## config.mk

```make
export PLATFORM = sky130hd
export DESIGN_NAME = ppaoc_port
export DESIGN_NICKNAME = d
export VERILOG_FILES = /design/src/core/ppaoc_pkg.sv /design/src/core/ppaoc_pin_cell.sv /design/src/core/ppaoc_port.sv
export SDC_FILE = /design/constraint.sdc
export NUM_CORES = 1
export LEC_CHECK = 0
export ABC_AREA = 0
export BUFFER_PORTS_ARGS = -buffer_cell sky130_fd_sc_hd__clkbuf_2
export CAP_MARGIN = 0
export CORE_UTILIZATION = 48
export DETAILED_ROUTE_END_ITERATION = 10
export HOLD_SLACK_MARGIN = 0.08
export PLACE_DENSITY = 0.88
export SLEW_MARGIN = 20
export SYNTH_ARGS = -nofsm -noshare
export SYNTH_HDL_FRONTEND = slang
export SYNTH_SLANG_ARGS = --single-unit
```

## constraint.sdc

```tcl
create_clock -name i_sys_clk -period 1.3 [get_ports i_sys_clk]
set_input_delay 0.26 -clock i_sys_clk [delete_from_list [all_inputs] [get_ports i_sys_clk]]
set_output_delay 0.26 -clock i_sys_clk [all_outputs]
set_load 0.01 [all_outputs]
```

## src/core/ppaoc_pkg.sv

```systemverilog
// package with widths, register offsets and reset values for the port configuration block
`default_nettype none
package ppaoc_pkg;
   localparam int PORT_WIDTH = 16;
   localparam int ADDR_WIDTH = 3;
   // register offsets
   localparam logic [2:0] ADDR_DIRECTION = 3'h0;
   localparam logic [2:0] ADDR_PIN_LEVEL = 3'h1;
   localparam logic [2:0] ADDR_OUT_LATCH = 3'h2;
   localparam logic [2:0] ADDR_OPEN_DRAIN = 3'h3;
   localparam logic [2:0] ADDR_ANALOG_SEL = 3'h4;
   // reset values
   localparam logic [15:0] RST_DIRECTION = 16'hffff;
   localparam logic [15:0] RST_OUT_LATCH = 16'h0000;
   localparam logic [15:0] RST_OPEN_DRAIN = 16'h0000;
   localparam logic [15:0] RST_ANALOG_SEL = 16'hffff;
   localparam logic [15:0] READ_UNMAPPED = 16'h0000;
endpackage
`default_nettype wire

```

## src/core/ppaoc_pin_cell.sv

```systemverilog
// one pin: driver, input sampling and analog/digital steering
`default_nettype none
module ppaoc_pin_cell (
   input wire logic i_sys_clk,
   input wire logic i_rst_n,
   input wire logic i_dir,
   input wire logic i_latch,
   input wire logic i_open_drain,
   input wire logic i_analog,
   input wire logic i_pin,
   input wire logic i_periph_out,
   input wire logic i_periph_en,
   output logic o_pin,
   output logic o_pin_oe_n,
   output logic o_level,
   output logic o_periph_in,
   output logic o_analog_en
);
   logic sync1_reg;
   logic sync2_reg;
   logic drive_val;
   logic is_output;

   // two-stage synchroniser; first stage read only by the second
   always_ff @(posedge i_sys_clk) begin
      if (!i_rst_n) begin
         sync1_reg <= 1'b0;
         sync2_reg <= 1'b0;
      end else begin
         sync1_reg <= i_pin;
         sync2_reg <= sync1_reg;
      end
   end

   // digital peripheral may take over only a digital pin
   assign drive_val = (i_periph_en && !i_analog) ? i_periph_out : i_latch;
   // output still driven when analog is selected with direction cleared
   assign is_output = !i_dir;
   // open drain drives low only and releases for a high level
   assign o_pin = i_open_drain ? 1'b0 : drive_val;
   assign o_pin_oe_n = !(is_output && (!i_open_drain || !drive_val));
   // analog inputs read as zero, hiding a floating level
   assign o_level = (i_analog && i_dir) ? 1'b0 : sync2_reg;
   assign o_periph_in = i_analog ? 1'b0 : sync2_reg;
   // converter path only for analog-selected pins, digital inputs never feed it
   assign o_analog_en = i_analog;

   a_od_release: assert property (@(posedge i_sys_clk) disable iff (!i_rst_n)
      (i_open_drain && drive_val) |-> o_pin_oe_n)
      else $error("open drain pin driven high");
   a_od_low: assert property (@(posedge i_sys_clk) disable iff (!i_rst_n)
      (i_open_drain && !i_dir && !drive_val) |-> (!o_pin_oe_n && !o_pin))
      else $error("open drain low not driven");
   a_analog_zero: assert property (@(posedge i_sys_clk) disable iff (!i_rst_n)
      (i_analog && i_dir) |-> !o_level)
      else $error("analog input read nonzero");
   a_periph_block: assert property (@(posedge i_sys_clk) disable iff (!i_rst_n)
      i_analog |-> !o_periph_in)
      else $error("analog pin reached peripheral");
   a_digital_no_adc: assert property (@(posedge i_sys_clk) disable iff (!i_rst_n)
      !i_analog |-> !o_analog_en)
      else $error("digital pin fed converter");
   a_analog_drive: assert property (@(posedge i_sys_clk) disable iff (!i_rst_n)
      (i_analog && !i_dir && !i_open_drain) |-> (!o_pin_oe_n && o_pin == i_latch))
      else $error("analog output pin not driven");
endmodule
`default_nettype wire

```

## src/core/ppaoc_port.sv

```systemverilog
// port configuration top: registers, read mux and per-pin cells
// Overview of operation
// - each pin has an open-drain select bit turning its driver open drain
// - converter path needs only the analog-select bit, direction does not gate it
// - digital peripherals reach a pin only when its analog-select is clear
// - analog-select register resets to all ones
// - direction clear means output, still driven when analog-selected
// - reading pin levels returns zero for analog inputs
// - digital inputs never feed the converter path
`default_nettype none
module ppaoc_port
   import ppaoc_pkg::*;
#(
   parameter int WIDTH = ppaoc_pkg::PORT_WIDTH
) (
   input wire logic i_sys_clk,
   input wire logic i_rst_n,
   input wire logic [ppaoc_pkg::ADDR_WIDTH-1:0] i_addr,
   input wire logic [WIDTH-1:0] i_wdata,
   input wire logic i_wr,
   input wire logic i_rd,
   output logic [WIDTH-1:0] o_rdata,
   input wire logic [WIDTH-1:0] i_pin,
   output logic [WIDTH-1:0] o_pin,
   output logic [WIDTH-1:0] o_pin_oe_n,
   input wire logic [WIDTH-1:0] i_periph_out,
   input wire logic [WIDTH-1:0] i_periph_en,
   output logic [WIDTH-1:0] o_periph_in,
   output logic [WIDTH-1:0] o_analog_en
);
   import ppaoc_pkg::*;

   // register map, one 16-bit word per offset, one bit per pin:
   //    0 direction, a set bit makes the pin an input
   //    1 pin level, reads the sampled pins, a write lands in the latch
   //    2 output latch
   //    3 open-drain select
   //    4 analog select
   //    5 to 7 unused, read zero and ignore writes
   // timing seen by software:
   //    a write takes effect at the edge that samples its strobe
   //    read data stand in the one cycle after the read strobe, zero otherwise
   //    a pin change reaches a read only after the two synchroniser stages

   logic [WIDTH-1:0] pin_direction_control_reg;
   logic [WIDTH-1:0] output_latch_value_reg;
   logic [WIDTH-1:0] open_drain_select_reg;
   logic [WIDTH-1:0] analog_pin_select_reg;
   logic [WIDTH-1:0] pin_level_value;
   logic [WIDTH-1:0] rdata_next;
   logic [WIDTH-1:0] rdata_reg;

   // direction register, all inputs after reset so nothing drives early
   always_ff @(posedge i_sys_clk) begin
      if (!i_rst_n) begin
         pin_direction_control_reg <= WIDTH'(RST_DIRECTION);
      end else if (i_wr && i_addr == ADDR_DIRECTION) begin
         pin_direction_control_reg <= i_wdata;
      end
   end

   // output latch; a write to the pin level offset also lands here
   always_ff @(posedge i_sys_clk) begin
      if (!i_rst_n) begin
         output_latch_value_reg <= WIDTH'(RST_OUT_LATCH);
      end else if (i_wr && (i_addr == ADDR_OUT_LATCH || i_addr == ADDR_PIN_LEVEL)) begin
         output_latch_value_reg <= i_wdata;
      end
   end

   // open-drain select
   always_ff @(posedge i_sys_clk) begin
      if (!i_rst_n) begin
         open_drain_select_reg <= WIDTH'(RST_OPEN_DRAIN);
      end else if (i_wr && i_addr == ADDR_OPEN_DRAIN) begin
         open_drain_select_reg <= i_wdata;
      end
   end

   // analog select comes up all analog to keep digital buffers off floating inputs
   always_ff @(posedge i_sys_clk) begin
      if (!i_rst_n) begin
         analog_pin_select_reg <= WIDTH'(RST_ANALOG_SEL);
      end else if (i_wr && i_addr == ADDR_ANALOG_SEL) begin
         analog_pin_select_reg <= i_wdata;
      end
   end

   // read mux; unmapped offsets read zero
   always_comb begin
      rdata_next = WIDTH'(READ_UNMAPPED);
      case (i_addr)
         ADDR_DIRECTION: rdata_next = pin_direction_control_reg;
         ADDR_PIN_LEVEL: rdata_next = pin_level_value;
         ADDR_OUT_LATCH: rdata_next = output_latch_value_reg;
         ADDR_OPEN_DRAIN: rdata_next = open_drain_select_reg;
         ADDR_ANALOG_SEL: rdata_next = analog_pin_select_reg;
         default: rdata_next = WIDTH'(READ_UNMAPPED);
      endcase
   end

   // read data held only in the cycle after the strobe
   always_ff @(posedge i_sys_clk) begin
      if (!i_rst_n) begin
         rdata_reg <= '0;
      end else if (i_rd) begin
         rdata_reg <= rdata_next;
      end else begin
         rdata_reg <= '0;
      end
   end
   assign o_rdata = rdata_reg;

   // the pin synchroniser adds two cycles; software must leave a gap
   genvar gi;
   generate
      for (gi = 0; gi < WIDTH; gi++) begin : g_pin
         ppaoc_pin_cell u_cell (
            .i_sys_clk(i_sys_clk),
            .i_rst_n(i_rst_n),
            .i_dir(pin_direction_control_reg[gi]),
            .i_latch(output_latch_value_reg[gi]),
            .i_open_drain(open_drain_select_reg[gi]),
            .i_analog(analog_pin_select_reg[gi]),
            .i_pin(i_pin[gi]),
            .i_periph_out(i_periph_out[gi]),
            .i_periph_en(i_periph_en[gi]),
            .o_pin(o_pin[gi]),
            .o_pin_oe_n(o_pin_oe_n[gi]),
            .o_level(pin_level_value[gi]),
            .o_periph_in(o_periph_in[gi]),
            .o_analog_en(o_analog_en[gi])
         );
      end
   endgenerate

   // reset values: pins come up as undriven analog inputs with the bus quiet
   a_analog_reset: assert property (@(posedge i_sys_clk)
      !i_rst_n |=> (analog_pin_select_reg == WIDTH'(RST_ANALOG_SEL)))
      else $error("analog select not all ones after reset");
   a_dir_reset: assert property (@(posedge i_sys_clk)
      !i_rst_n |=> (pin_direction_control_reg == WIDTH'(RST_DIRECTION)))
      else $error("direction not all inputs after reset");
   a_latch_reset: assert property (@(posedge i_sys_clk)
      !i_rst_n |=> (output_latch_value_reg == WIDTH'(RST_OUT_LATCH)))
      else $error("output latch not cleared by reset");
   a_od_reset: assert property (@(posedge i_sys_clk)
      !i_rst_n |=> (open_drain_select_reg == WIDTH'(RST_OPEN_DRAIN)))
      else $error("open drain select not cleared by reset");
   a_rdata_reset: assert property (@(posedge i_sys_clk)
      !i_rst_n |=> (o_rdata == '0))
      else $error("read data not cleared by reset");

   // writes: each offset updates only its own register, the pin level offset the output latch, at the strobe edge
   a_dir_write: assert property (@(posedge i_sys_clk) disable iff (!i_rst_n)
      (i_wr && i_addr == ADDR_DIRECTION) |=> (pin_direction_control_reg == $past(i_wdata)))
      else $error("direction write lost");
   a_latch_write: assert property (@(posedge i_sys_clk) disable iff (!i_rst_n)
      (i_wr && (i_addr == ADDR_OUT_LATCH || i_addr == ADDR_PIN_LEVEL)) |=>
      (output_latch_value_reg == $past(i_wdata)))
      else $error("output latch write lost");
   a_od_write: assert property (@(posedge i_sys_clk) disable iff (!i_rst_n)
      (i_wr && i_addr == ADDR_OPEN_DRAIN) |=> (open_drain_select_reg == $past(i_wdata)))
      else $error("open drain write lost");
   a_analog_write: assert property (@(posedge i_sys_clk) disable iff (!i_rst_n)
      (i_wr && i_addr == ADDR_ANALOG_SEL) |=> (analog_pin_select_reg == $past(i_wdata)))
      else $error("analog select write lost");
   // a stray write to an unused offset must not reconfigure any pin
   a_unmapped_write: assert property (@(posedge i_sys_clk) disable iff (!i_rst_n)
      (i_wr && i_addr > ADDR_ANALOG_SEL) |=>
      ($stable(pin_direction_control_reg) && $stable(output_latch_value_reg) &&
      $stable(open_drain_select_reg) && $stable(analog_pin_select_reg)))
      else $error("unused offset write changed a register");

   // reads: data of the addressed register, one cycle after the strobe
   a_read_dir: assert property (@(posedge i_sys_clk) disable iff (!i_rst_n)
      (i_rd && i_addr == ADDR_DIRECTION) |=> (o_rdata == $past(pin_direction_control_reg)))
      else $error("direction read wrong");
   a_read_latch: assert property (@(posedge i_sys_clk) disable iff (!i_rst_n)
      (i_rd && i_addr == ADDR_OUT_LATCH) |=> (o_rdata == $past(output_latch_value_reg)))
      else $error("output latch read wrong");
   a_read_od: assert property (@(posedge i_sys_clk) disable iff (!i_rst_n)
      (i_rd && i_addr == ADDR_OPEN_DRAIN) |=> (o_rdata == $past(open_drain_select_reg)))
      else $error("open drain read wrong");
   a_read_analog: assert property (@(posedge i_sys_clk) disable iff (!i_rst_n)
      (i_rd && i_addr == ADDR_ANALOG_SEL) |=> (o_rdata == $past(analog_pin_select_reg)))
      else $error("analog select read wrong");
   a_read_zero: assert property (@(posedge i_sys_clk) disable iff (!i_rst_n)
      (i_rd && i_addr == ADDR_PIN_LEVEL) |=>
      ((o_rdata & $past(analog_pin_select_reg & pin_direction_control_reg)) == '0))
      else $error("analog input bits read nonzero");
   a_read_unmapped: assert property (@(posedge i_sys_clk) disable iff (!i_rst_n)
      (i_rd && i_addr > ADDR_ANALOG_SEL) |=> (o_rdata == '0))
      else $error("unused offset read nonzero");
   // a stale word left on the bus would be taken for a fresh read
   a_read_once: assert property (@(posedge i_sys_clk) disable iff (!i_rst_n)
      !i_rd |=> (o_rdata == '0))
      else $error("read data outside its cycle");

   // pin drive summary across the whole port
   a_input_undriven: assert property (@(posedge i_sys_clk) disable iff (!i_rst_n)
      (pin_direction_control_reg & ~o_pin_oe_n) == '0)
      else $error("input pin driven");
   a_od_no_high: assert property (@(posedge i_sys_clk) disable iff (!i_rst_n)
      (open_drain_select_reg & ~o_pin_oe_n & o_pin) == '0)
      else $error("port drives a high on an open drain pin");
   a_od_low_drive: assert property (@(posedge i_sys_clk) disable iff (!i_rst_n)
      (open_drain_select_reg & ~pin_direction_control_reg & ~i_periph_en &
      ~output_latch_value_reg & o_pin_oe_n) == '0)
      else $error("open drain output low not driven");
   // peripherals see only digital pins and drive only digital pins
   a_analog_periph: assert property (@(posedge i_sys_clk) disable iff (!i_rst_n)
      (analog_pin_select_reg & o_periph_in) == '0)
      else $error("analog pin level reached a peripheral");
   a_periph_digital: assert property (@(posedge i_sys_clk) disable iff (!i_rst_n)
      (~analog_pin_select_reg & ~pin_direction_control_reg & ~open_drain_select_reg &
      i_periph_en & (o_pin_oe_n | (o_pin ^ i_periph_out))) == '0)
      else $error("peripheral drive not on digital pin");
   a_analog_out_drive: assert property (@(posedge i_sys_clk) disable iff (!i_rst_n)
      (analog_pin_select_reg & ~pin_direction_control_reg & ~open_drain_select_reg &
      (o_pin_oe_n | (o_pin ^ output_latch_value_reg))) == '0)
      else $error("analog output pin lost its latch level");
   a_adc_digital: assert property (@(posedge i_sys_clk) disable iff (!i_rst_n)
      (o_analog_en & ~analog_pin_select_reg) == '0)
      else $error("digital pin routed to converter");
endmodule
`default_nettype wire

```

==> out/metrics.yaml <==
period_share_pct: 129
clockBufferDepth: 2
pre_cts_ws_ns: -0.156
clkPwrFrac_pct: 37.6
grt_pass1_wl_um: 21000
die_y_um: 109
setup_ws_ns: -0.373
clkSlewWorstSetupHoldPaths_ns: 0.08
dr.pass1.iters: 5
finClkSkew_ns: 0.0102
final_nets: 823
area_delta_synth_final_pct: 29.0
synth_compound_area_share_pct: 9.06
cts-root-buf: "clkbuf_16"
hold_class: "in2reg"
max-slew-margin-rel_pct: 80.0
place_hpwl_um: 9710
violations: "negative setup slack"
tritoncts: "done"
grt_pass1_vias: 4247
reg2reg_depth: 8
setup_violations: 35
postCtsHoldBufs: 0
tightestPinTransition_ns: 0.299
critical-path-slowest-cell: "dfxtp_2"
start_util_pct: 49.8
dieArea_um2: 11800
grt_max_degree: 50
syn_area_per_cell_um2: 8.68
criticalPathCategory: "reg2out"
end_kind: "primary output"
nFillCells: 855
cp_num_buf_inv: 1
viasPerCell: 5.24
hold_ws_ns: 0.116
period_minus_slack_ns: 1.67
synth.area.mux_share_pct: 8.96
synth_area_um2: 5470
rsz0062_at_grt: "yes"
layout_commonest_cell: "nand2_1"
track_usage_pct: 23.1
synthXorXnorAreaFrac_pct: 0.297
p_comb_share_pct: 13.7
antenna_found_initial: 0
critPathMaxFanout: 2
cp_cell_sequence: "nor2b_2 > mux2_4 > a21o_1 > clkbuf_2"
chipWidth_um: 109
cpPeakStageDelay_ns: 0.34
finalHoldViolCount: 0
rows: 38
synth_seq_area_share_pct: 41.0
num_vias: 4701
arrival_ns: 1.41
routed_wl_um: 14100
yosysUniqueCellTypes: 31
syn_nets: 701
cp.depth: 4
power.total_mw: 7.49
core_um2: 11000
internal_power_mw: 5.67
port_buffers: 150
synthAdderAreaFrac_pct: 0
drive_gt1_share_pct: 39.4
drv_slew: 0
drc: 0
ir_drop_mv: 0.681
max_cap_violations: 0
p_leak_nw: 3.32
power_density_nw_per_um2: 1060
layout_common_cells: "nand2_1 (129), clkbuf_2 (121), dfxtp_1 (96)"
sequentialPowerShare_pct: 48.7
clock_latency_ns: 0.34
route.antenna.remaining_nets: 0
crit_path_start_kind: "flip-flop"
synth_top_family_by_area: "simple AND/OR/NAND/NOR gates"
n_antenna_cell: 0
wl_per_cell_um: 15.7
synth_seq_cells: 112
stdcell_area_um2: 7060
place_congestion: 0.761
p_sw_mw: 1.82
clock.fmax_ghz: 0.598
synthCells: 630
clock_sinks: 112
tns_ns: -10.63
switching_share_pct: 24.3
ios: 151
status: "finished, violations left"
holdPathStages: 2
required_ns: 1.04
drt-initial-drc-count: 241
ys_warn_count: 0
crit_family: "flip-flops"
place_area_um2: 6270
synthSimpleGateAreaFrac_pct: 28.1
cts_max_level: 3
grt_overflow: 0
numCtsBuffers: 9
-- worst register-to-register path, stage by stage, from the launching register on --
cell	delay [ns]
dfxtp_2	0.35
buf_6	0.10
buf_6	0.09
buf_6	0.09
buf_6	0.09
nand2_2	0.04
a31oi_1	0.13
o221ai_1	0.13
and2_1	0.16
-- stage by stage --
step,util [%],std cells
2_1_floorplan,-,630
3_3_place_gp,57.1,870
3_5_place_dp,57.1,870
4_1_cts,61.5,888
5_1_grt,64.3,897
6_report,64.3,897
-- routing by layer --
metal | GRT usage, % | routed length (µm) | part of all wire, % | vias up
li1 | - | - | - | 2253
met1 | 28.7 | 5710 | 41 | 2208
met2 | 39.2 | 7040 | 50 | 197
met3 | 4.36 | 833 | 5.9 | 43
met4 | 9.65 | 504 | 3.6 | 0
met5 | 0 | 0 | 0 | -
-- cell type report --
type                            instances  area (µm²)  share of cell area (%)
Multi-Input combinational cell        416        2800                    39.6
Timing Repair Buffer                  209        1510                    21.3
Clock buffer                           11         243                    3.44
Tap cell                              140         175                    2.48
Inverter                                4        15.0                   0.213
Sequential cell                       112        2260                    32.0
Clock inverter                          5        62.6                   0.886
-- path summary, 6_finish.rpt --
path         slack, ns                          to                  startpoint
max reg2reg       0.03                 o_rdata[15]   analog_pin_select_reg[15]
min reg2reg       0.43  g_pin[14].u_cell.sync2_reg  g_pin[14].u_cell.sync1_reg
max              -0.37              o_pin_oe_n[11]   analog_pin_select_reg[11]
min               0.12  g_pin[13].u_cell.sync1_reg                   i_pin[13]
-- cells in the mapped netlist (all sizes together) --
| master | instances | area share, % |
|---|---|---|
| o32ai | 1 | 0.16 |
| dfxtp | 112 | 41 |
| inv | 4 | 0.27 |
| nand2 | 132 | 9.2 |
| a31oi | 15 | 1.7 |
| mux2i | 31 | 5.7 |
| a21boi | 16 | 2.2 |
| nor2b | 81 | 9.3 |
| a21o | 15 | 2.1 |
| o311a | 1 | 0.18 |
| buf | 85 | 11 |
| nand3 | 33 | 3.0 |
| o21ai | 1 | 0.091 |
| nand4 | 1 | 0.11 |
| o22ai | 1 | 0.11 |
| nand2b | 1 | 0.11 |
| clkbuf | 13 | 0.94 |
| o221ai | 15 | 2.4 |
| nor2 | 1 | 0.069 |
| xor2 | 1 | 0.30 |
| o211ai | 1 | 0.14 |
| and2 | 49 | 5.6 |
| nor3b | 1 | 0.34 |
| mux2 | 16 | 3.3 |
| and3 | 2 | 0.23 |
| or2 | 1 | 0.11 |
-- kinds of logic (layout without fill, tap and decap cells) --
logic type / Yosys count / after routing
DFF: 112 / 112
muxes: 47 / 47
buffers and inverters: 102 / 229
xor gates and xnor gates: 1 / 1
and+or+nand+nor: 302 / 302
AOI/OAI and AO/OA: 66 / 66
-- repair_timing --
item,CTS,global route
buffers inserted,2,13
setup endpoints to repair,47,50
pin swaps,0,1
resized for setup,43,79
-- power by group through the flow --
stage	Clock (mW)	Combinational, mW	Sequential, mW
2_1_floorplan	0	0.606	3.70
3_3_place_gp	0	0.901	3.71
3_5_place_dp	0	0.923	3.71
4_1_cts	2.86	0.956	3.64
5_1_grt	3.02	1.12	3.66
6_report	2.82	1.03	3.64
No activity file was read; power rests on OpenSTA's default activity.
